<file path="src/hdl/vid_timing_pkg.sv">
// Summary of operation
// - load three colour serialisers, shift out streams
// - sequencer: one load then seven shifts
// - three-flop modified LFSR holds sequencer state
// - each dot advances line timing
// - load rising edge increments column address
// - serialisers load 400 ns after load edge
// - delayed load lags load by three dots
// - delayed load edge 150 ns after load
// - next load 250 ns after delayed load
// - column address cleared when line blanking starts
// - line sync and blanking from column timing
// - line period 64.5 us, 2 us porches
// - blank rising edge increments font row
// - blank also advances character line address
// - retrace status shows line or frame blanking
// - frame sync output active low and high
// - frame sync starts on line sync, twelve lines
// - counters cleared, frame resumes after thirteen syncs
// - 128 characters per line, 24 lines
// - character cell twelve lines by eight dots
// - 288 visible lines from 20 MHz dots
// - line rate 15.5 kHz, frame about 51.7 Hz
// - serialiser captures when load phase high, else shifts
// - video blank forces all serial outputs low
// - load flag registered from all-zero sequencer
package vid_timing_pkg;

  // dot clock and derived period
  localparam int DOT_CLK_HZ       = 20000000;                 // dot clock rate
  localparam int DOT_NS           = 1000000000 / DOT_CLK_HZ;  // 50 ns per dot
  localparam int CHAR_DOTS        = 8;                        // dots per character cell
  // character cycle timing
  localparam int CHAR_LOAD_NS     = 400;                      // load edge to serialiser load
  localparam int LOAD_TO_DLOAD_NS = 150;                      // load edge to delayed load edge
  localparam int DLOAD_TO_LOAD_NS = 250;                      // delayed load edge to next load
  localparam int DLOAD_CYCLES     = LOAD_TO_DLOAD_NS / DOT_NS;  // 3 dots
  // line timing
  localparam int LINE_PERIOD_NS   = 64500;                    // line sync period
  localparam int PORCH_NS         = 2000;                     // front and back porch
  localparam int LINE_DOTS        = LINE_PERIOD_NS / DOT_NS;  // 1290 dots per line
  localparam int PORCH_DOTS       = PORCH_NS / DOT_NS;        // 40 dots
  // display format
  localparam int VISIBLE_CHARS    = 128;                      // characters per line
  localparam int CHAR_LINES       = 24;                       // character lines per frame
  localparam int FONT_ROWS        = 12;                       // scan lines per character
  localparam int FSYNC_LINES      = 12;                       // frame sync length in lines
  // address widths
  localparam int COL_W            = 7;                        // column address bits
  localparam int CLINE_W          = 5;                        // character line address bits
  localparam int ROW_W            = 4;                        // font row address bits
  localparam int H_W              = 11;                       // dot counter bits
  localparam int FIFO_DEPTH       = 8;                        // words in dot fifo
  // sequencer
  localparam logic [2:0] SEQ_RESET   = 3'h0;                  // all-zero load state
  localparam logic [2:0] SEQ_PRELOAD = 3'h4;                  // state before all-zero

  // frame state: active, waiting for sync, frame sync
  typedef enum logic [1:0] {
    V_ACTIVE = 2'h0,
    V_WAIT   = 2'h1,
    V_SYNC   = 2'h3
  } vstate_t;

endpackage

</file>
<file path="src/hdl/char_video_timing_controller.sv">
`timescale 1ns/10ps
`default_nettype none

////////////////////////////////////////////////////////////////////////////////
// small synchronous fifo between font data and serialisers
module dot_fifo #(
  parameter int WIDTH = 24,
  parameter int DEPTH = 8
) (
  input  wire logic             clk,       // dot clock
  input  wire logic             reset_n,   // synchronous reset, active low
  input  wire logic             in_valid,  // write request
  output logic                  in_ready,  // room for a word
  input  wire logic [WIDTH-1:0] in_data,   // word written
  output logic                  out_valid, // a word is held
  input  wire logic             out_ready, // read request
  output logic      [WIDTH-1:0] out_data   // oldest word
);
  localparam int PW = (DEPTH > 1) ? $clog2(DEPTH) : 1;   // pointer width

  logic [WIDTH-1:0] mem [DEPTH];   // storage array
  logic [PW-1:0]    wr_ptr_reg;    // write index
  logic [PW-1:0]    rd_ptr_reg;    // read index
  logic [PW:0]      count_reg;     // words held
  logic             do_push;       // accepted write
  logic             do_pop;        // accepted read

  // pointer advance with wrap at depth
  function automatic logic [PW-1:0] next_ptr(input logic [PW-1:0] p);
    next_ptr = (p == PW'(DEPTH - 1)) ? '0 : PW'(p + 1'b1);
  endfunction

  assign in_ready  = (count_reg != (PW+1)'(DEPTH));
  assign out_valid = (count_reg != '0);
  assign do_push   = in_valid && in_ready;
  assign do_pop    = out_valid && out_ready;
  assign out_data  = mem[rd_ptr_reg];

  // storage write, no reset needed on data
  always_ff @(posedge clk) begin
    if (do_push) begin
      mem[wr_ptr_reg] <= in_data;
    end
  end

  // pointers and fill count
  always_ff @(posedge clk) begin
    if (!reset_n) begin
      wr_ptr_reg <= '0;
      rd_ptr_reg <= '0;
      count_reg  <= '0;
    end else begin
      if (do_push) begin
        wr_ptr_reg <= next_ptr(wr_ptr_reg);
      end
      if (do_pop) begin
        rd_ptr_reg <= next_ptr(rd_ptr_reg);
      end
      count_reg <= (PW+1)'(count_reg + {PW'(0), do_push} - {PW'(0), do_pop});
    end
  end
endmodule

////////////////////////////////////////////////////////////////////////////////
// character-mode video timing controller
module char_video_timing_controller #(
  parameter int VISIBLE_CHARS = vid_timing_pkg::VISIBLE_CHARS,
  parameter int CHAR_LINES    = vid_timing_pkg::CHAR_LINES,
  parameter int FONT_ROWS     = vid_timing_pkg::FONT_ROWS,
  parameter int FIFO_DEPTH    = vid_timing_pkg::FIFO_DEPTH
) (
  input  wire logic        CLK,             // 20 MHz dot clock
  input  wire logic        RESET_N,         // synchronous reset, active low
  input  wire logic [7:0]  RED_DOTS_IN,     // red font dots
  input  wire logic [7:0]  GREEN_DOTS_IN,   // green font dots
  input  wire logic [7:0]  BLUE_DOTS_IN,    // blue font dots
  output logic             DOTS_READY,      // dot fifo has room
  output logic [11:0]      VIDEO_RAM_ADDR,  // character line and column
  output logic [3:0]       FONT_ROW_ADDR,   // row within font cell
  output logic             LOAD_FLAG,       // parallel load pulse
  output logic             DELAYED_LOAD,    // clocks external octal register
  output logic             RED_OUT,         // red serial dots
  output logic             GREEN_OUT,       // green serial dots
  output logic             BLUE_OUT,        // blue serial dots
  output logic             LINE_SYNC,       // horizontal sync, active high
  output logic             LINE_BLANK,      // horizontal blanking, active high
  output logic             FRAME_SYNC_N,    // frame sync, active low
  output logic             FRAME_SYNC,      // frame sync, active high
  output logic             RETRACE          // line or frame blanking status
);
  localparam int COL_W   = vid_timing_pkg::COL_W;
  localparam int CLINE_W = vid_timing_pkg::CLINE_W;
  localparam int ROW_W   = vid_timing_pkg::ROW_W;
  localparam int H_W     = vid_timing_pkg::H_W;
  // horizontal decode points
  localparam logic [H_W-1:0] H_LAST       = H_W'(vid_timing_pkg::LINE_DOTS - 1);
  localparam logic [H_W-1:0] H_ACT_LAST   =
    H_W'(VISIBLE_CHARS * vid_timing_pkg::CHAR_DOTS - 1);
  localparam logic [H_W-1:0] H_SYNC_PRE   =
    H_W'(VISIBLE_CHARS * vid_timing_pkg::CHAR_DOTS + vid_timing_pkg::PORCH_DOTS - 1);
  localparam logic [H_W-1:0] H_SYNC_LAST  =
    H_W'(vid_timing_pkg::LINE_DOTS - vid_timing_pkg::PORCH_DOTS - 1);
  localparam logic [ROW_W-1:0]   ROW_LAST   = ROW_W'(FONT_ROWS - 1);
  localparam logic [CLINE_W-1:0] CLINE_LAST = CLINE_W'(CHAR_LINES - 1);
  localparam logic [ROW_W-1:0]   FS_LINES   = ROW_W'(vid_timing_pkg::FSYNC_LINES);

  //////////////////////////////////////////////////////////////////////////////
  // declarations
  logic                  seq_bit_a;         // sequencer bit, oldest
  logic                  seq_bit_b;         // sequencer bit, middle
  logic                  seq_bit_c;         // sequencer bit, newest
  logic [2:0]            seq_reg;           // {a,b,c}
  logic [2:0]            seq_next;          // next sequencer state
  logic                  seq_fb;            // feedback bit
  logic                  load_flag_reg;     // registered load control
  logic                  load_phase;        // serialiser capture enable
  logic [2:0]            dly_reg;           // delayed load shift register
  logic [H_W-1:0]        h_dot_reg;         // dot position in line
  logic                  line_blank_reg;    // horizontal blanking
  logic                  line_sync_reg;     // horizontal sync
  logic                  end_of_active;     // blank about to rise
  logic                  sync_start;        // sync about to rise
  logic                  sync_end;          // sync about to fall
  logic                  end_of_line;       // dot counter wraps
  logic [COL_W-1:0]      column_addr_reg;   // low address bits
  logic [CLINE_W-1:0]    char_line_reg;     // high address bits
  logic [ROW_W-1:0]      font_row_reg;      // font row counter
  logic [ROW_W-1:0]      fs_count_reg;      // line syncs in frame sync
  vid_timing_pkg::vstate_t vstate_reg;      // frame state
  vid_timing_pkg::vstate_t vstate_next;     // next frame state
  logic                  frame_done;        // frame sync over
  logic                  frame_sync_reg;    // frame sync level
  logic                  video_blank;       // line or frame blanking
  logic                  retrace_reg;       // retrace status flop
  logic                  fifo_push;         // dot word offered
  logic                  fifo_ready;        // dot fifo has room
  logic                  fifo_valid;        // dot word held
  logic [23:0]           fifo_data;         // oldest dot word
  logic [7:0]            red_sh_reg;        // red serialiser
  logic [7:0]            green_sh_reg;      // green serialiser
  logic [7:0]            blue_sh_reg;       // blue serialiser
  logic                  red_out_reg;       // red output flop
  logic                  green_out_reg;     // green output flop
  logic                  blue_out_reg;      // blue output flop

  //////////////////////////////////////////////////////////////////////////////
  // character sequencer
  // modified lfsr feedback
  assign seq_reg    = {seq_bit_a, seq_bit_b, seq_bit_c};
  assign seq_fb     = seq_bit_a ^ seq_bit_b ^ (seq_bit_b == 1'b0 && seq_bit_c == 1'b0);
  assign seq_next   = {seq_bit_b, seq_bit_c, seq_fb};
  assign load_phase = load_flag_reg;

  always_ff @(posedge CLK) begin
    if (!RESET_N) begin
      {seq_bit_a, seq_bit_b, seq_bit_c} <= vid_timing_pkg::SEQ_RESET;
    end else begin
      {seq_bit_a, seq_bit_b, seq_bit_c} <= seq_next;
    end
  end

  // load flag and its three-dot delayed copy
  always_ff @(posedge CLK) begin
    if (!RESET_N) begin
      load_flag_reg <= 1'b0;
      dly_reg       <= 3'h0;
    end else begin
      load_flag_reg <= (seq_reg == vid_timing_pkg::SEQ_RESET);
      dly_reg       <= {dly_reg[1:0], load_flag_reg};
    end
  end

  //////////////////////////////////////////////////////////////////////////////
  // horizontal timing
  // decode points for blank and sync
  assign end_of_active = (h_dot_reg == H_ACT_LAST);
  assign sync_start    = (h_dot_reg == H_SYNC_PRE);
  assign sync_end      = (h_dot_reg == H_SYNC_LAST);
  assign end_of_line   = (h_dot_reg == H_LAST);

  // line blank and sync from line position
  always_ff @(posedge CLK) begin
    if (!RESET_N) begin
      h_dot_reg      <= '0;
      line_blank_reg <= 1'b0;
      line_sync_reg  <= 1'b0;
    end else begin
      h_dot_reg <= end_of_line ? '0 : H_W'(h_dot_reg + 1'b1);
      if (end_of_active) begin
        line_blank_reg <= 1'b1;
      end else if (end_of_line) begin
        line_blank_reg <= 1'b0;
      end
      if (sync_start) begin
        line_sync_reg <= 1'b1;
      end else if (sync_end) begin
        line_sync_reg <= 1'b0;
      end
    end
  end

  //////////////////////////////////////////////////////////////////////////////
  // column address
  always_ff @(posedge CLK) begin
    if (!RESET_N || frame_done) begin
      column_addr_reg <= '0;
    end else if (end_of_active) begin
      // next line starts at column zero
      column_addr_reg <= '0;
    end else if (load_flag_reg && !line_blank_reg) begin
      column_addr_reg <= COL_W'(column_addr_reg + 1'b1);
    end
  end

  //////////////////////////////////////////////////////////////////////////////
  // font row and character line, stepped by blank rising edge
  always_ff @(posedge CLK) begin
    if (!RESET_N || frame_done) begin
      font_row_reg  <= '0;
      char_line_reg <= '0;
    end else if (end_of_active && vstate_reg == vid_timing_pkg::V_ACTIVE) begin
      if (font_row_reg == ROW_LAST) begin
        font_row_reg  <= '0;
        char_line_reg <= CLINE_W'(char_line_reg + 1'b1);
      end else begin
        font_row_reg <= ROW_W'(font_row_reg + 1'b1);
      end
    end
  end

  //////////////////////////////////////////////////////////////////////////////
  // frame state machine
  // frame sync ends on thirteenth line sync
  assign frame_done = (vstate_reg == vid_timing_pkg::V_SYNC) && sync_start &&
                      (fs_count_reg == FS_LINES);

  // next frame state
  always_comb begin
    vstate_next = vstate_reg;
    unique case (vstate_reg)
      vid_timing_pkg::V_ACTIVE: begin
        // leave after last visible character line
        if (end_of_active && font_row_reg == ROW_LAST && char_line_reg == CLINE_LAST) begin
          vstate_next = vid_timing_pkg::V_WAIT;
        end
      end
      vid_timing_pkg::V_WAIT: begin
        // sync begins with line sync rising
        if (sync_start) begin
          vstate_next = vid_timing_pkg::V_SYNC;
        end
      end
      vid_timing_pkg::V_SYNC: begin
        if (frame_done) begin
          vstate_next = vid_timing_pkg::V_ACTIVE;
        end
      end
      default: begin
        vstate_next = vid_timing_pkg::V_ACTIVE;
      end
    endcase
  end

  // frame state, sync length count and sync level
  always_ff @(posedge CLK) begin
    if (!RESET_N) begin
      vstate_reg     <= vid_timing_pkg::V_ACTIVE;
      fs_count_reg   <= '0;
      frame_sync_reg <= 1'b0;
    end else begin
      vstate_reg     <= vstate_next;
      frame_sync_reg <= (vstate_next == vid_timing_pkg::V_SYNC);
      if (vstate_next != vid_timing_pkg::V_SYNC) begin
        fs_count_reg <= '0;
      end else if (sync_start) begin
        fs_count_reg <= ROW_W'(fs_count_reg + 1'b1);
      end
    end
  end

  //////////////////////////////////////////////////////////////////////////////
  // blanking and retrace status
  // line and frame blanking combined
  assign video_blank = line_blank_reg || (vstate_reg != vid_timing_pkg::V_ACTIVE);

  always_ff @(posedge CLK) begin
    if (!RESET_N) begin
      retrace_reg <= 1'b0;
    end else begin
      retrace_reg <= video_blank;
    end
  end

  //////////////////////////////////////////////////////////////////////////////
  // dot fifo: font data taken just before each load
  assign fifo_push = (seq_reg == vid_timing_pkg::SEQ_PRELOAD);

  dot_fifo #(
    .WIDTH (24),
    .DEPTH (FIFO_DEPTH)
  ) u_dot_fifo (
    .clk       (CLK),
    .reset_n   (RESET_N),
    .in_valid  (fifo_push),
    .in_ready  (fifo_ready),
    .in_data   ({RED_DOTS_IN, GREEN_DOTS_IN, BLUE_DOTS_IN}),
    .out_valid (fifo_valid),
    .out_ready (load_phase),
    .out_data  (fifo_data)
  );

  //////////////////////////////////////////////////////////////////////////////
  // colour serialisers
  always_ff @(posedge CLK) begin
    if (!RESET_N) begin
      red_sh_reg   <= 8'h00;
      green_sh_reg <= 8'h00;
      blue_sh_reg  <= 8'h00;
    end else if (load_phase) begin
      // load one character cycle after the address edge
      // parallel load of all three colours
      red_sh_reg   <= fifo_valid ? fifo_data[23:16] : 8'h00;
      green_sh_reg <= fifo_valid ? fifo_data[15:8]  : 8'h00;
      blue_sh_reg  <= fifo_valid ? fifo_data[7:0]   : 8'h00;
    end else begin
      red_sh_reg   <= {red_sh_reg[6:0],   1'b0};
      green_sh_reg <= {green_sh_reg[6:0], 1'b0};
      blue_sh_reg  <= {blue_sh_reg[6:0],  1'b0};
    end
  end

  // serial output flops, forced low while blanked
  always_ff @(posedge CLK) begin
    if (!RESET_N) begin
      red_out_reg   <= 1'b0;
      green_out_reg <= 1'b0;
      blue_out_reg  <= 1'b0;
    end else begin
      red_out_reg   <= red_sh_reg[7]   && !video_blank;
      green_out_reg <= green_sh_reg[7] && !video_blank;
      blue_out_reg  <= blue_sh_reg[7]  && !video_blank;
    end
  end

  //////////////////////////////////////////////////////////////////////////////
  // output wiring
  assign DOTS_READY     = fifo_ready;
  assign VIDEO_RAM_ADDR = {char_line_reg, column_addr_reg};
  assign FONT_ROW_ADDR  = font_row_reg;
  assign LOAD_FLAG      = load_flag_reg;
  assign DELAYED_LOAD   = dly_reg[2];
  assign RED_OUT        = red_out_reg;
  assign GREEN_OUT      = green_out_reg;
  assign BLUE_OUT       = blue_out_reg;
  assign LINE_SYNC      = line_sync_reg;
  assign LINE_BLANK     = line_blank_reg;
  assign FRAME_SYNC     = frame_sync_reg;
  assign FRAME_SYNC_N   = !frame_sync_reg;
  assign RETRACE        = retrace_reg;
endmodule

`default_nettype wire

</file>
<file path="config.mk">
export PLATFORM = sky130hd
export DESIGN_NAME = char_video_timing_controller
export DESIGN_NICKNAME = d
export VERILOG_FILES = /design/src/hdl/vid_timing_pkg.sv /design/src/hdl/char_video_timing_controller.sv
export SDC_FILE = /design/constraint.sdc
export NUM_CORES = 1
export LEC_CHECK = 0
export BUFFER_PORTS_ARGS = -buffer_cell sky130_fd_sc_hd__buf_2
export CAP_MARGIN = 20
export CORE_ASPECT_RATIO = 1.25
export CORE_UTILIZATION = 39
export DETAILED_ROUTE_END_ITERATION = 8
export HOLD_SLACK_MARGIN = 0.08
export SETUP_SLACK_MARGIN = 0.3
export SYNTH_ARGS = -nofsm -noshare
export SYNTH_HDL_FRONTEND = slang
export SYNTH_SLANG_ARGS = --single-unit
</file>
<file path="constraint.sdc">
create_clock -name CLK -period 4.7 [get_ports CLK]
set_input_delay 0.705 -clock CLK [delete_from_list [all_inputs] [get_ports CLK]]
set_output_delay 0.705 -clock CLK [all_outputs]
set_load 0.05 [all_outputs]
</file>
Word level (Yosys, flattened, before mapping)
Memories as Yosys holds them, arrays and structs flattened. A register that Yosys moved wholly into a read port is not among the register bits.
Cells that the tools add are included.
W data, S select, Z words.
- register bits: 81
- RAM bits: 192
- input port bits: 26
- output and inout bits: 27
- logic and storage cells: 107
- memories: 1
- add/subtract/negate cells: 9
- equal/unequal tests: 15
- mux-type cells: 21
- bitwise logic cells: 5
- reductions and logical operators: 29
- memories (memory ; depth ; width ; read ports ; clocked after Yosys merged registers in ; write ports ; line ; source):
    u_dot_fifo.mem ; 8 ; 24 ; 1 ; 1 ; 1 ; char_video_timing_controller.sv:21 ; logic [WIDTH-1:0] mem [DEPTH];
- operators with widths (cell ; count):
    $mux W8 ; 6
    $eq A11 B11 Y1 const B ; 3
    $logic_and A1 B1 Y1 ; 12
    $mux W3 ; 4
    $add A11 B1 Y11 const B ; 1
    $eq A11 B10 Y1 const B ; 1
    $eq A3 B3 Y1 const B ; 3
    $add A4 B1 Y4 const B ; 2
    $eq A4 B4 Y1 const B ; 2
    $add A7 B1 Y7 const B ; 1
    $add A3 B1 Y3 const B ; 2
    $mux W1 ; 6
    $mux W2 ; 3
    $pmux W2 S3 ; 1
    $reduce_bool A2 Y1 ; 3
    $reduce_or A2 Y1 ; 3
    $add A5 B1 Y5 const B ; 1
    $eq A5 B5 Y1 const B ; 1
    $add A4 B1 Y4 ; 1
    $eq A2 B2 Y1 const B ; 2
    $logic_not A1 Y1 ; 4
    $mux W4 ; 1
    $ne A4 B4 Y1 const B ; 1
    $reduce_bool A4 Y1 ; 1
    other kinds (10) ; 14

Logic depth before layout (Yosys ltp)
Gate-level depths: netlist (run 1).
- depth after elaboration: 7
- depth in mapped cells: 10
- mapped depth without buffers: 10

Hierarchy
A second synthesis (run 1) with hierarchy kept.
- cells, all modules: 621
- area, all modules: 10710.3 sq um
- modules (own cells, without submodules) (module ; instances ; cells an instance ; area an instance (sq um) ; seq. area each (sq um)):
    dot_fifo ; 1 ; 354 ; 7955.1 ; 6025.8
    char_video_timing_controller ; 1 ; 267 ; 2755.1 ; 1421.4

Worst setup path after synthesis (run 1)
OpenSTA, ideal clock, no wires.
- kind: flip-flop to flip-flop
- start: register u_dot_fifo.count_reg[2]
- end: memory u_dot_fifo.mem[0][0], enable pin
- library setup time: 0.466 ns
- data arrival time: 3.532 ns
- required time: 4.234 ns
- slack: 0.702 ns
- cell stages (with the launch flop): 6
- buffers on the path: 0
- period minus slack after synthesis: 3.998 ns
- cells stage by stage: dfxtp_1 > inv_1 > ha_1 > or3b_2 > nand3_1 > nor4_1
- longest elaborated chain between the ends: 4
- RTL lines (element ; line ; source):
    start: declaration ; char_video_timing_controller.sv:24 ; logic [PW:0] count_reg;
    start signal: assignment ; char_video_timing_controller.sv:59 ; count_reg <= (PW+1)'(count_reg + {PW'(0), do_push} - {PW'(0), do_pop});
    $ne A4 B4 Y1 ; char_video_timing_controller.sv:33 ; assign in_ready = (count_reg != (PW+1)'(DEPTH));
    named net DOTS_READY ; char_video_timing_controller.sv:77 ; output logic DOTS_READY,
    $logic_and A1 B1 Y1 ; char_video_timing_controller.sv:35 ; assign do_push = in_valid && in_ready;
    $mux W1 ; char_video_timing_controller.sv:41 ; if (do_push) begin
    $mux W1 (not written as such) ; char_video_timing_controller.sv:42 ; mem[wr_ptr_reg] <= in_data;
    end: declaration ; char_video_timing_controller.sv:21 ;
The timed path passes the listed nets, and every way through them passes these cells.

Worst setup path in the final report (run 1)
- start: register u_dot_fifo.count_reg[2]
- end: register u_dot_fifo.count_reg[3]
- longest elaborated chain between the ends: 4
- elaborated cells between the ends (all ways): 6
- those cells by class: add/sub: 2; eq/ne: 1; reduce/logical: 3
- RTL lines (element ; line ; source):
    $ne A4 B4 Y1 ; char_video_timing_controller.sv:33 ;
    $logic_and A1 B1 Y1 ; char_video_timing_controller.sv:35 ;
    named net u_dot_fifo.do_push ; char_video_timing_controller.sv:25 ; logic do_push;
    $add A4 B1 Y4 ; char_video_timing_controller.sv:59 ;
    $sub A4 B1 Y4 ; char_video_timing_controller.sv:59 ;
The timed path passes the listed nets, and every way through them passes these cells.
A chain may end at the register's enable or synchronous reset.

==> run summary, run 1 <==
The run finished with clean final reports. The synthesized net count is 679. The floorplan step defined a die boundary enclosing 27,500 um2. The power density over the cells was 445 nW/um2; the largest fanout on the critical path was 9. The cts-stage hold buffer count is 0, and the effective utilization at floorplan is 0.400.

The internal cell power came out at 4.22 mW. The root buffer cell chosen for the clock tree is sky130_fd_sc_hd__clkbuf_16. The run gives 1,067 as the non-filler instance count after layout.

The logs give 0.073 for the portion of total power attributed to combinational logic and 1.18 mW for the switching component of the power. The DRC violation count after routing is 0. The number of sinks handled by clock tree synthesis came out at 276. The run gives 0 as the total global routing overflow. Summed over all layers, the routed wires come to 19,900 um. The net switching fraction of the power is 0.219, and the buffer and inverter count on the worst path is 2.

Once detail routing completed, the nets flagged for antenna violations numbered 0. The first detailed-routing pass took 4 iterations. For the pin with the worst max-slew slack, the measured transition is 0.987 ns. In this run, post-CTS repair resized a total of 0 instances.

In this run the critical register-to-register path is captured at u_dot_fifo.count_reg[3]. The max-slew violation total from the final report came out at 0. Adding up every negative setup slack in the final design gives 0 ns. For the cell count after placement, the log shows 1,015. The tools report the count of endpoints failing hold in the final timing report as 0. The reg-to-reg critical path startpoint was u_dot_fifo.count_reg[2]. Across all register-to-register paths, the minimum setup slack is 2.21 ns.

Across the routed clock network, the largest skew measured is 0.0167 ns. Data on the critical path arrives at its endpoint at 2.89 ns. The number of maximum-capacitance constraint violations is 0. Broken down by cell family, the worst path's largest delay share belongs to simple AND/OR/NAND/NOR gates. The endpoint class of the critical path is a flop. The post-detailed-route wirelength per cell came out at 18.7 um. In the synthesized netlist the dominant register cell turns out to be sky130_fd_sc_hd__edfxtp_1. The gate count after technology mapping was 635; the fraction of the core area covered by cells at the end of the flow was 0.464.

The run gives 48 as the largest net degree at the start of global routing. Across the VDD grid, the largest voltage drop is 0.318 mV. The critical path runs through a total of 10 cells. The tools report the setup fix buffers added after clock tree synthesis as 0. The beginning of the worst hold path was RED_DOTS_IN[1].

The number of I/O port buffers works out to 52. The cell area that synthesis handed to floorplanning was 10,500 um2. The async set-or-reset flop fraction in the synthesized netlist is 0. From left edge to right edge, the die measures 149 um.

In the final layout, the multi-input gates occupy 2880 um2. Power share of the clock group: 0.420. The tools report the number of buffers on the longest clock path as 3.

Synthesized area per cell: 16.5 um2. The cell with the largest stage delay on the worst path is sky130_fd_sc_hd__or3b_2. Total power for the finished layout comes to 5.41 mW. The clock transition at the registers of the reported paths was 0.06 ns. Setup repair after global routing left no endpoint under its margin.

At the worst endpoint, the required time is 5.10 ns. For the wire length of the first global-routing pass, the log shows 31,700 um. The number of inserted diodes is 0, and the layout cell share with drive strength beyond 1 is 0.248. The area growth from synthesis to layout came out at 16.0%. The worst hold path cell count came out at 1. TritonCTS built the clock tree.

The run gives 1 as the depth of the CTS H-tree. STA classifies the critical path startpoint as a flop. For the share of the yosys chip area belonging to registers, the log shows 0.711. The stage delay of the slowest cell on the critical path is 0.46 ns, and the leakage power is 4.02 nW. The tools report the number of nets at the end of the flow as 749. Routability-driven placement finished with a final weighted congestion of 0.794. The logs give 0.342 for the remaining max-slew budget at the tightest pin and 2,220 for the filler cell count. The signal on the critical path passes through inv_1 -> ha_1 -> or3b_2 -> nand3_1 -> inv_1 -> ha_1 -> a21o_1 -> a21oi_1 -> xnor2_1 -> nor2_1. Post-route clock period utilization: 0.529. The shortest period the worst path allows is 2.49 ns.

Setup violations remaining at the end of the flow were counted as 0. The tools report the initial antenna violation count as 1. The vias after detailed routing was 5,526; the standard-cell row count was 66. The worst register-to-register path has a depth of 10. The sequential cell fraction of total power was 0.507; the flop and latch count out of synthesis was 276. The vertical die dimension is 185 um. The logs give 0 for the total number of yosys warnings and 28 for the TritonCTS buffer count. Path class of the lowest-slack min-delay path: in -> reg. In this run, the number of DRC markers left after iteration 0 of detailed routing was 204.

The floorplan step defined a core boundary enclosing 26,200 um2. Dividing the detail-routed via count by the number of cells gives 5.18. For this run, the top clock speed supported by timing is 0.402 GHz. The register with the most flip-flops in the layout has 192 of them.

Number of global-route vias before repair: 5,753. The number of flops mapped to enable cells by yosys was 192. The worst hold path endpoint is u_dot_fifo.mem[2][17]. After synthesis, the netlist uses 48 different library cells.

Category of the critical setup timing path: reg -> reg. Across all hold checks on the routed design, the worst slack comes to 0.432 ns. The count of boundary I/O pins was 53; the aggregate global-route resource usage was 0.151. At the later pin of the worst-skew pair, clock insertion delay measures 0.54 ns.

Across the whole layout, storage elements account for 7450 um2. After legalization and detailed placement, the total HPWL measured 11,700 um.
power by group through the flow:
stage / registers [mW] / clock network (mW) / logic (mW)
2_1_floorplan: 2.75 / 0 / 0.331
3_3_place_gp: 2.80 / 0 / 0.380
3_5_place_dp: 2.80 / 0 / 0.402
4_1_cts: 2.75 / 2.33 / 0.404
5_1_grt: 2.76 / 2.42 / 0.433
6_report: 2.74 / 2.27 / 0.394
worst max-delay path by stage:
| stage | slack [ns] | to | startpoint |
|---|---|---|---|
| detailed placement | 2.22 | u_dot_fifo.count_reg[3] | u_dot_fifo.count_reg[2] |
| global route | 2.06 | u_dot_fifo.count_reg[3] | u_dot_fifo.count_reg[2] |
| finish | 2.21 | u_dot_fifo.count_reg[3] | u_dot_fifo.count_reg[2] |
| CTS | 2.19 | DOTS_READY | u_dot_fifo.count_reg[2] |
| global placement | 2.40 | u_dot_fifo.mem[1][16] | u_dot_fifo.count_reg[2] |
| floorplan | 0.70 | u_dot_fifo.mem[0][0] | u_dot_fifo.count_reg[2] |
synthesized netlist by cell type, drive strengths merged, types with 2 or more instances:
cell    instances  area [um2]
clkbuf         15        56.3
or4             4        37.5
and3            4        25.0
nand3b          3        22.5
dfxtp          84        1680
nand4b          3        26.3
nand4           6        37.5
or3b            2        20.0
nor4            3        25.0
and2            5        31.3
nand3          13        70.1
xnor2           5        43.8
and4            3        28.8
a211oi          2        20.0
and4b           2        20.0
nor3            7        35.0
o21ai          30         150
nor2           42         158
o211ai          2        20.0
a21oi          15        75.1
nand2b          4        25.0
ha             17         213
inv            18        67.6
edfxtp        192        5770
buf             9        47.5
mux4           48        1080
mux2i          31         310
nand2          37         139
or3             8        55.1
o41ai           2        17.5
xor2           13         114
per-layer routing:
metal  vias to the layer above  GRT usage  wire length (um)
met2                       128      0.269             10300
met1                      2789      0.184              8300
met3                        42     0.0261               868
met5                         -          0                 0
li1                       2567          -                 -
met4                         0     0.0528               511
worst register-to-register path: stages (launching register included):
cell                      delay (ns)
sky130_fd_sc_hd__dfxtp_1        0.30
sky130_fd_sc_hd__inv_1          0.10
sky130_fd_sc_hd__ha_1           0.16
sky130_fd_sc_hd__or3b_2         0.46
sky130_fd_sc_hd__nand3_1        0.36
sky130_fd_sc_hd__inv_1          0.17
sky130_fd_sc_hd__ha_1           0.25
sky130_fd_sc_hd__a21o_1         0.16
sky130_fd_sc_hd__a21oi_1        0.20
sky130_fd_sc_hd__xnor2_1        0.15
sky130_fd_sc_hd__nor2_1         0.06
metrics by stage:
stage | setup slack, ns | cell area (um2)
after detailed placement | 2.22 | 11200
final | 2.21 | 12100
after global placement | 2.40 | 11200
after global routing | 2.06 | 12100
after floorplan | 0.702 | 10500
after CTS | 2.19 | 12100
cell families after synthesis:
logic type                 Yosys count  synth area share
DFF                                276             0.711
xor gates and xnor gates            18            0.0151
adders and majority gates           18            0.0222
muxes                               79             0.133
and+or+nand+nor                    147            0.0730
AOI/OAI and AO/OA                   54            0.0289
buffers and inverters               43            0.0167
area by class of cell:
cell class,count,area share
sequential,276,0.614
multi-input combinational,316,0.237
clock buffer,37,0.0656
tap,340,0.0350
timing repair buffer,64,0.0288
clock inverter,15,0.0136
inverter,19,0.00587
placed cells by master, fill, tap and decap left out, types with 2 or more instances in the layout:
| cell type | synthesis | final |
|---|---|---|
| sky130_fd_sc_hd__inv_1 | 18 | 18 |
| sky130_fd_sc_hd__nor2_2 | 0 | 3 |
| sky130_fd_sc_hd__and4b_1 | 2 | 2 |
| sky130_fd_sc_hd__and4_2 | 2 | 2 |
| sky130_fd_sc_hd__or4_1 | 2 | 2 |
| sky130_fd_sc_hd__nand3_1 | 12 | 12 |
| sky130_fd_sc_hd__and2_1 | 5 | 5 |
| sky130_fd_sc_hd__clkbuf_16 | 0 | 30 |
| sky130_fd_sc_hd__edfxtp_1 | 192 | 192 |
| sky130_fd_sc_hd__nor3_1 | 7 | 3 |
| sky130_fd_sc_hd__buf_4 | 0 | 12 |
| sky130_fd_sc_hd__dfxtp_1 | 84 | 82 |
| sky130_fd_sc_hd__nand3b_1 | 3 | 3 |
| sky130_fd_sc_hd__o41ai_1 | 2 | 2 |
| sky130_fd_sc_hd__o21ai_0 | 29 | 29 |
| sky130_fd_sc_hd__ha_1 | 17 | 17 |
| sky130_fd_sc_hd__clkinv_2 | 0 | 6 |
| sky130_fd_sc_hd__nand4b_1 | 3 | 3 |
| sky130_fd_sc_hd__nand2_1 | 37 | 37 |
| sky130_fd_sc_hd__nand4_1 | 6 | 6 |
| sky130_fd_sc_hd__and3_1 | 4 | 4 |
| sky130_fd_sc_hd__nor4_2 | 1 | 2 |
| sky130_fd_sc_hd__nor2_1 | 42 | 39 |
| sky130_fd_sc_hd__clkbuf_1 | 15 | 5 |
| sky130_fd_sc_hd__nand2b_1 | 4 | 4 |
| sky130_fd_sc_hd__xnor2_1 | 5 | 5 |
| sky130_fd_sc_hd__or4_4 | 2 | 2 |
| sky130_fd_sc_hd__mux2i_1 | 31 | 31 |
| sky130_fd_sc_hd__nor3_2 | 0 | 4 |
| sky130_fd_sc_hd__clkbuf_8 | 0 | 2 |
| sky130_fd_sc_hd__xor2_1 | 13 | 13 |
| sky130_fd_sc_hd__clkinvlp_4 | 0 | 4 |
| sky130_fd_sc_hd__buf_2 | 5 | 52 |
| sky130_fd_sc_hd__clkinv_1 | 1 | 2 |
| sky130_fd_sc_hd__bufinv_16 | 0 | 3 |
| sky130_fd_sc_hd__or3_1 | 7 | 7 |
| sky130_fd_sc_hd__mux4_2 | 48 | 48 |
| sky130_fd_sc_hd__a21oi_1 | 15 | 15 |
Power figures use the tool's default switching activity.
==> inputs of run 2 (changes only) <==
clock period = 2.5 ns   (was 4.7 ns; I/O delays follow)
==> run 2 against run 1 <==
Routed wire length is 1.2% higher; clock power rose by 91%; power is 91% higher; combinational power grew 120%; utilization grew 1.2 points; largest cell class unchanged; largest power group unchanged.
==> run summary, run 2 (synthesis gave the netlist of run 1 again) <==
The layout cell share with drive strength beyond 1 was 0.271; the HPWL after detailed placement was 12,000 um. By startpoint and endpoint, the worst setup path is classified as reg -> out. The post-route clock period utilization is 0.831. In this run, CTS created clock tree buffers numbering 28. STA classifies the critical path startpoint as a flop. At the later pin of the worst-skew pair, clock insertion delay measures 0.53 ns.

The tightest hold path in the finished design has a slack of 0.105 ns. The number of antenna diodes in the final layout is 0. The first global-routing pass estimated 32,200 um of wire.

The buffer type at the clock tree root was sky130_fd_sc_hd__clkbuf_16. Setup repair after global routing left no endpoint under its margin. The worst setup path is captured at an output pin.

For the initial antenna violation count, the log shows 0. The run gives 4 as the iteration count of the initial detailed-routing pass. For the remaining max-slew budget at the tightest pin, the log shows 0.543. In this run the worst hold path is classified as in -> reg. The depth of the CTS H-tree is 1. The max-slew violation total from the final report came out at 0.

Entering global routing, the biggest net connects 25 pins. The number of maximum-capacitance constraint violations was 0. CTS saw 276 sinks. For the worst setup path, the data required time is 2.12 ns. Setup violations remaining at the end of the flow were counted as 0. In this run the tool buffered the top-level ports with 52 buffer cells.

The post-detailed-route wirelength per cell works out to 18.7 um. The tools report the leakage power as 4.10 nW. The total detailed-routing wirelength is 20,200 um, and the standard-cell row count is 66. The tools report the reg-to-reg critical path startpoint as u_dot_fifo.count_reg[2]. After clock tree synthesis, the clock-pin slew on the worst setup and hold paths is 0.06 ns. Vertical die dimension: 185 um. Leaving out fill and tap cells, the most frequent cell in the layout is sky130_fd_sc_hd__edfxtp_1.

The routed layout has 5,591 vias. The die outline width was 149 um; the weighted congestion reported at the end of routability-driven placement was 0.773. Count of endpoints failing hold in the final timing report: 0. The routed design could run at a clock period as short as 2.08 ns.

The layout has 2,200 filler cells. The upper clock frequency limit is 0.482 GHz, and the number of global-route vias before repair is 5,814. The total area inside the core boundary comes to 26,200 um2. The total global routing overflow was 0; the aggregate global-route resource usage was 0.153. In this run the deepest clock path goes through 3 buffers. TritonCTS built the clock tree. The die outline area is 27,500 um2. The first routing iteration left 253 violations. In the routed layout, each cell is associated on average with a via count of 5.19.

The net count of the finished layout is 760. The effective utilization at floorplan was 0.400. Beginning of the worst hold path: BLUE_DOTS_IN[6]. The DRC violation count after routing is 0.

The flow ran to the end, and the final reports show no timing, DRC or antenna violations. The arrival time at the worst endpoint was 1.70 ns; the power density over the cells was 828 nW/um2. The register with the most flip-flops in the layout has 192 of them. Summed over all failing endpoints, the final setup total negative slack is 0 ns. The worst IR drop on VDD came out at 0.639 mV. In this run the worst setup path begins at u_dot_fifo.count_reg[2]. For the pin with the worst max-slew slack, the measured transition is 0.685 ns.

In the layout the commonest cells are sky130_fd_sc_hd__edfxtp_1 (192), sky130_fd_sc_hd__dfxtp_1 (80), sky130_fd_sc_hd__buf_2 (52). The run gives 0.0133 ns as the final worst clock skew. The area growth from synthesis to layout works out to 18.9%.

Of all nets on the critical path, the largest fanout is 3. Once detail routing completed, the nets flagged for antenna violations numbered 0. For the count of boundary I/O pins, the log shows 53.
run 2: cell count changes in the layout (fill, tap and decap cells not counted), moves of 3 or more:
cell / change
sky130_fd_sc_hd__nor2_2: -3
sky130_fd_sc_hd__clkinv_1: +3
sky130_fd_sc_hd__nor3_2: -4
sky130_fd_sc_hd__buf_12: +9
sky130_fd_sc_hd__nor2_4: +3
sky130_fd_sc_hd__nor3_4: +4
run 2: repair_timing:
item,CTS,global route
hold buffers,0,0
resized for setup,0,2
setup endpoints to repair,0,7
buffers inserted,0,2
run 2: report_power, final:
group	total, mW	switching, mW	internal, mW
sequential	5.10	0.101	4.99
combinational	0.875	0.444	0.431
clock	4.34	1.71	2.63
total	10.3	2.25	8.06
run 2: final cells by class:
cell class | count | area, um2 | area share
Sequential cell | 276 | 7450 | 0.599
Multi-Input combinational cell | 316 | 2980 | 0.239
Clock buffer | 32 | 737 | 0.0592
Timing Repair Buffer | 75 | 546 | 0.0438
Tap cell | 340 | 425 | 0.0342
Clock inverter | 20 | 233 | 0.0187
Inverter | 19 | 73.8 | 0.00593
run 2: per-stage QoR:
step                setup slack [ns]  power, mW  utilization  area, um2  cells
floorplan                      0.169       5.81            -      10600    635
global placement               0.523       6.04        0.438      11500   1024
detailed placement             0.420       6.09        0.438      11500   1024
finish                         0.424       10.3        0.475      12400   1078
global route                   0.334       10.7        0.475      12400   1078
CTS                            0.393       10.4        0.475      12400   1076
run 2: critical path, stage by stage, from the launching register on:
cell and delay [ns]:
sky130_fd_sc_hd__dfxtp_2 0.32, sky130_fd_sc_hd__inv_2 0.07, sky130_fd_sc_hd__ha_2 0.16, sky130_fd_sc_hd__or3b_4 0.39, sky130_fd_sc_hd__buf_2 0.23
run 2: layer usage:
metal | global-route usage | wire length, um
met5 | 0 | 0
met4 | 0.0404 | 345
met3 | 0.0305 | 988
met2 | 0.275 | 10300
met1 | 0.187 | 8570
run 2: final timing paths:
kind / slack (ns) / cells past startpoint / endpoint
setup / recovery: 0.42 / 4 / DOTS_READY
hold / removal: 0.11 / 1 / u_dot_fifo.mem[0][6]
setup reg to reg: 0.42 / 10 / u_dot_fifo.count_reg[3]
hold reg to reg: 0.43 / 2 / blue_sh_reg[5]
==> inputs of run 3 (changes only) <==
ABC_AREA = 1   (was default)
clock period = 1.8 ns   (was 2.5 ns; I/O delays follow)
==> run 3 against run 2 <==
Worst hold slack improved by 0.30 ns; largest power group unchanged; synthesized cell count increased by 85%; cell count grew 58%; sequential power grew 38%; first-iteration DRC count grew 94%; clock-buffer cell count is 6 higher; utilization increased by 1.2 points; design area rose by 15%; largest cell class unchanged; critical endpoint is now u_dot_fifo.count_reg[1].
==> run summary, run 3 <==
The flow ran to the end, and the final reports show no timing, DRC or antenna violations. The upper clock frequency limit was 0.568 GHz. The share of the yosys chip area belonging to registers is 0.644. The run gives 1,216 as the synthesized net count. The number of buffers on the longest clock path came out at 3.

The worst setup path is captured at a flop. By area the synthesized netlist is led by sky130_fd_sc_hd__edfxtp_1 (50%), sky130_fd_sc_hd__dfxtp_1 (15%), sky130_fd_sc_hd__nand2_1 (9.7%). The number of I/O port buffers works out to 52. STA classifies the critical path startpoint as a flop. The met2 usage in global routing is 0.302, and the die outline width is 156 um. The vertical die dimension was 195 um; the final instance area was 14,300 um2. The HPWL after detailed placement is 15,100 um.

Synthesis produced 1,172 cells. The root buffer cell chosen for the clock tree is sky130_fd_sc_hd__clkbuf_16. The final hold slack was 0.406 ns; the die outline area was 30,400 um2. In the routed layout, each cell is associated on average with a via count of 4.68. The aggregate global-route resource usage was 0.166; the leakage power was 5.82 nW.

The largest total area in the synthesized netlist belongs to sky130_fd_sc_hd__edfxtp_1. For the portion of total power attributed to combinational logic, the log shows 0.164. The startpoint identified for the worst register-to-register timing path is u_dot_fifo.count_reg[3]. VDD sags by at most 0.815 mV. Summing every instance area after synthesis gives 11,600 um2. The area growth from synthesis to layout was 23.3%; the async set-or-reset flop fraction in the synthesized netlist was 0.

In this run the worst hold path is classified as reg -> reg. Leaving out filler cells and counting taps, the final layout contains 1,707. Setup repair after global routing could not meet its margin everywhere.

The register with the most flip-flops in the layout has 192 of them. In this run, synthesis produced a sequential element count of 276. Summing over every cut layer, the via total after detailed routing is 7,988. In this run the worst setup path terminates at u_dot_fifo.count_reg[1].

At the end of the flow, the number of nets in the layout was 1,332. Dividing total power by cell area gives a power density of 1060 nW/um2. The post-route clock period utilization is 0.978, and the net switching fraction of the power is 0.266.

The initial antenna violation count is 0. The remaining max-slew budget at the tightest pin is 0.755. For the total detailed-routing wirelength, the log shows 24,900 um. The tools report the placed standard-cell area as 12,800 um2. The met1 track demand over resource came out at 0.202.

The most frequently used cell type in the post-synthesis netlist is sky130_fd_sc_hd__nand2_1. The worst path in the final design needs a cycle of 1.76 ns, including I/O delays and setup. By count the netlist is led by sky130_fd_sc_hd__nand2_1 (298), sky130_fd_sc_hd__edfxtp_1 (192), sky130_fd_sc_hd__inv_1 (181).

The worst path required time came out at 2.23 ns. The number of global-route vias before repair was 7,779. Depth of the CTS H-tree: 1. The max-slew violation total from the final report is 0. Counting flops with a built-in enable in the synthesized netlist gives 192. TritonCTS built the clock tree.

After clock tree synthesis, the clock-pin slew on the worst setup and hold paths is 0.06 ns. Count of endpoints failing hold in the final timing report: 0. Category of the critical setup timing path: reg -> reg. The beginning of the critical path is u_dot_fifo.count_reg[3]. The TritonCTS buffer count was 29; the number of distinct library cells after synthesis was 36.

The power share of the clock group is 0.367. Total power for the finished layout comes to 15.0 mW. The number of antenna diodes in the final layout is 0. At the pin with the least slew margin, the transition time is 0.365 ns. After detailed routing, the number of remaining DRC violations is 0. Internal power comes to 11.1 mW. Clock skew on the completed layout was measured at 0.0145 ns.

At the end of routability-driven placement, the weighted congestion stood at 0.738. The largest fanout on the critical path was 2. met2 is the most crowded layer.

Setup violations remaining at the end of the flow were counted as 0. Entering global routing, the biggest net connects 63 pins. Number of sinks handled by clock tree synthesis: 276.

Arrival time at the worst endpoint: 2.19 ns. The wire length of the first global-routing pass was 39,600 um. Final-layout setup total negative slack: 0 ns. In this run the remaining antenna-violating nets after routing total 0.

The post-detailed-route wirelength per cell is 14.6 um. The number of cells on the worst reg-to-reg path was 9; the floorplan core area was 29,300 um2. The met3 demand-to-capacity share in global routing was 0.0236; the total number of yosys warnings was 0.

The run gives 0 as the number of maximum-capacitance constraint violations. The endpoint identified for the worst register-to-register timing path is u_dot_fifo.count_reg[1]. The tools report the first-iteration detailed-routing DRC count as 490.

The most used flip-flop cell after synthesis is sky130_fd_sc_hd__edfxtp_1. The clock reaches the later pin of the worst-skew pair after 0.55 ns. The switching component of the power was 4.00 mW; the effective utilization at floorplan was 0.395. Leaving out fill and tap cells, the most frequent cell in the layout is sky130_fd_sc_hd__nand2_1. In the layout the commonest cells are sky130_fd_sc_hd__nand2_1 (295), sky130_fd_sc_hd__edfxtp_1 (192), sky130_fd_sc_hd__inv_1 (173). The layout cell share with drive strength beyond 1 is 0.166, and the sequential cell fraction of total power is 0.469. Row generation in the floorplan step produced 70 rows. A synthesized cell averages 9.87 um2. For the cell count after placement, the log shows 1,612. Summed over all layers, the global routing overflow is 0. Share of the synthesized area in the top cell type: 0.498. 53 I/O pins were placed. The iteration count of the initial detailed-routing pass is 5. The internal reg-to-reg setup slack was 0.04 ns.
-- run 3: cell count changes after synthesis, moves of 15 or more --
cell and change:
sky130_fd_sc_hd__nand2_1 +261, sky130_fd_sc_hd__inv_1 +163, sky130_fd_sc_hd__nand3_1 +140, sky130_fd_sc_hd__mux4_2 -48, sky130_fd_sc_hd__nor2_1 +33, sky130_fd_sc_hd__mux2i_1 -31, sky130_fd_sc_hd__a21oi_1 +26, sky130_fd_sc_hd__buf_2 +15
-- run 3: per-stage QoR --
stage	util	worst slack, ns
after floorplan	-	-0.152
after global placement	0.436	0.0416
after detailed placement	0.436	0.0304
after CTS	0.481	0.0303
after global routing	0.487	-0.0326
final	0.487	0.0403
-- run 3: per-layer routing --
layer / part of all wire / vias up / wire, um
met2: 0.52 / 142 / 12800
met5: 0 / - / 0
li1: - / 4033 / -
met3: 0.041 / 47 / 1030
met4: 0.021 / 0 / 533
met1: 0.42 / 3766 / 10500
-- run 3: area by class of cell --
type | count | area (um2)
Sequential cell | 276 | 7470
Timing Repair Buffer | 129 | 1270
Clock buffer | 38 | 769
Fill cell | 2672 | 15000
Inverter | 187 | 713
Tap cell | 396 | 495
Clock inverter | 16 | 111
Multi-Input combinational cell | 665 | 3430
-- run 3: worst min-delay path by stage --
stage / depth (start not counted) / slack, ns / startpoint / to
2_1_floorplan: 0 / 0.37 / BLUE_DOTS_IN[0] / u_dot_fifo.mem[0][0]
6_report: 2 / 0.41 / blue_sh_reg[7] / BLUE_OUT
3_5_place_dp: 2 / 0.40 / red_sh_reg[7] / RED_OUT
4_1_cts: 2 / 0.41 / red_sh_reg[7] / RED_OUT
3_3_place_gp: 2 / 0.39 / dly_reg[0] / dly_reg[1]
5_1_grt: 2 / 0.42 / blue_sh_reg[7] / BLUE_OUT
-- run 3: power by group through the flow --
stage               registers [mW]  logic (mW)  clock network, mW
floorplan                     7.20        1.55                  0
global placement              7.18        2.26                  0
detailed placement            7.19        2.28                  0
CTS                           7.06        2.39               5.65
global route                  7.07        2.75               5.91
finish                        7.06        2.47               5.52
-- run 3: critical path, stage by stage, from the launching register on --
cell and delay, ns:
sky130_fd_sc_hd__dfxtp_2 0.33, sky130_fd_sc_hd__inv_2 0.04, sky130_fd_sc_hd__ha_4 0.15, sky130_fd_sc_hd__a31oi_4 0.16, sky130_fd_sc_hd__ha_4 0.22, sky130_fd_sc_hd__inv_2 0.06
sky130_fd_sc_hd__ha_4 0.11, sky130_fd_sc_hd__inv_2 0.04, sky130_fd_sc_hd__fa_2 0.50, sky130_fd_sc_hd__nor2_1 0.03
-- run 3: cell families (layout without fill, tap and decap cells) --
kind of cell | count (synthesis) | in the layout | synth area share
flops | 276 | 276 | 0.644
compound gates | 70 | 70 | 0.0335
fa+ha+maj | 18 | 18 | 0.0201
buf+inv | 232 | 370 | 0.0789
xor+xnor | 14 | 14 | 0.0106
simple gates | 562 | 563 | 0.213
-- run 3: timing repair --
item / CTS / global route
endpoints found under the setup margin: 230 / 249
gates resized for setup: 17 / 28
hold buffers: 25 / 0
pin swaps: 3 / 8
gates cloned: 2 / 3
hold endpoints to repair: 198 / 0
buffers inserted: 7 / 4
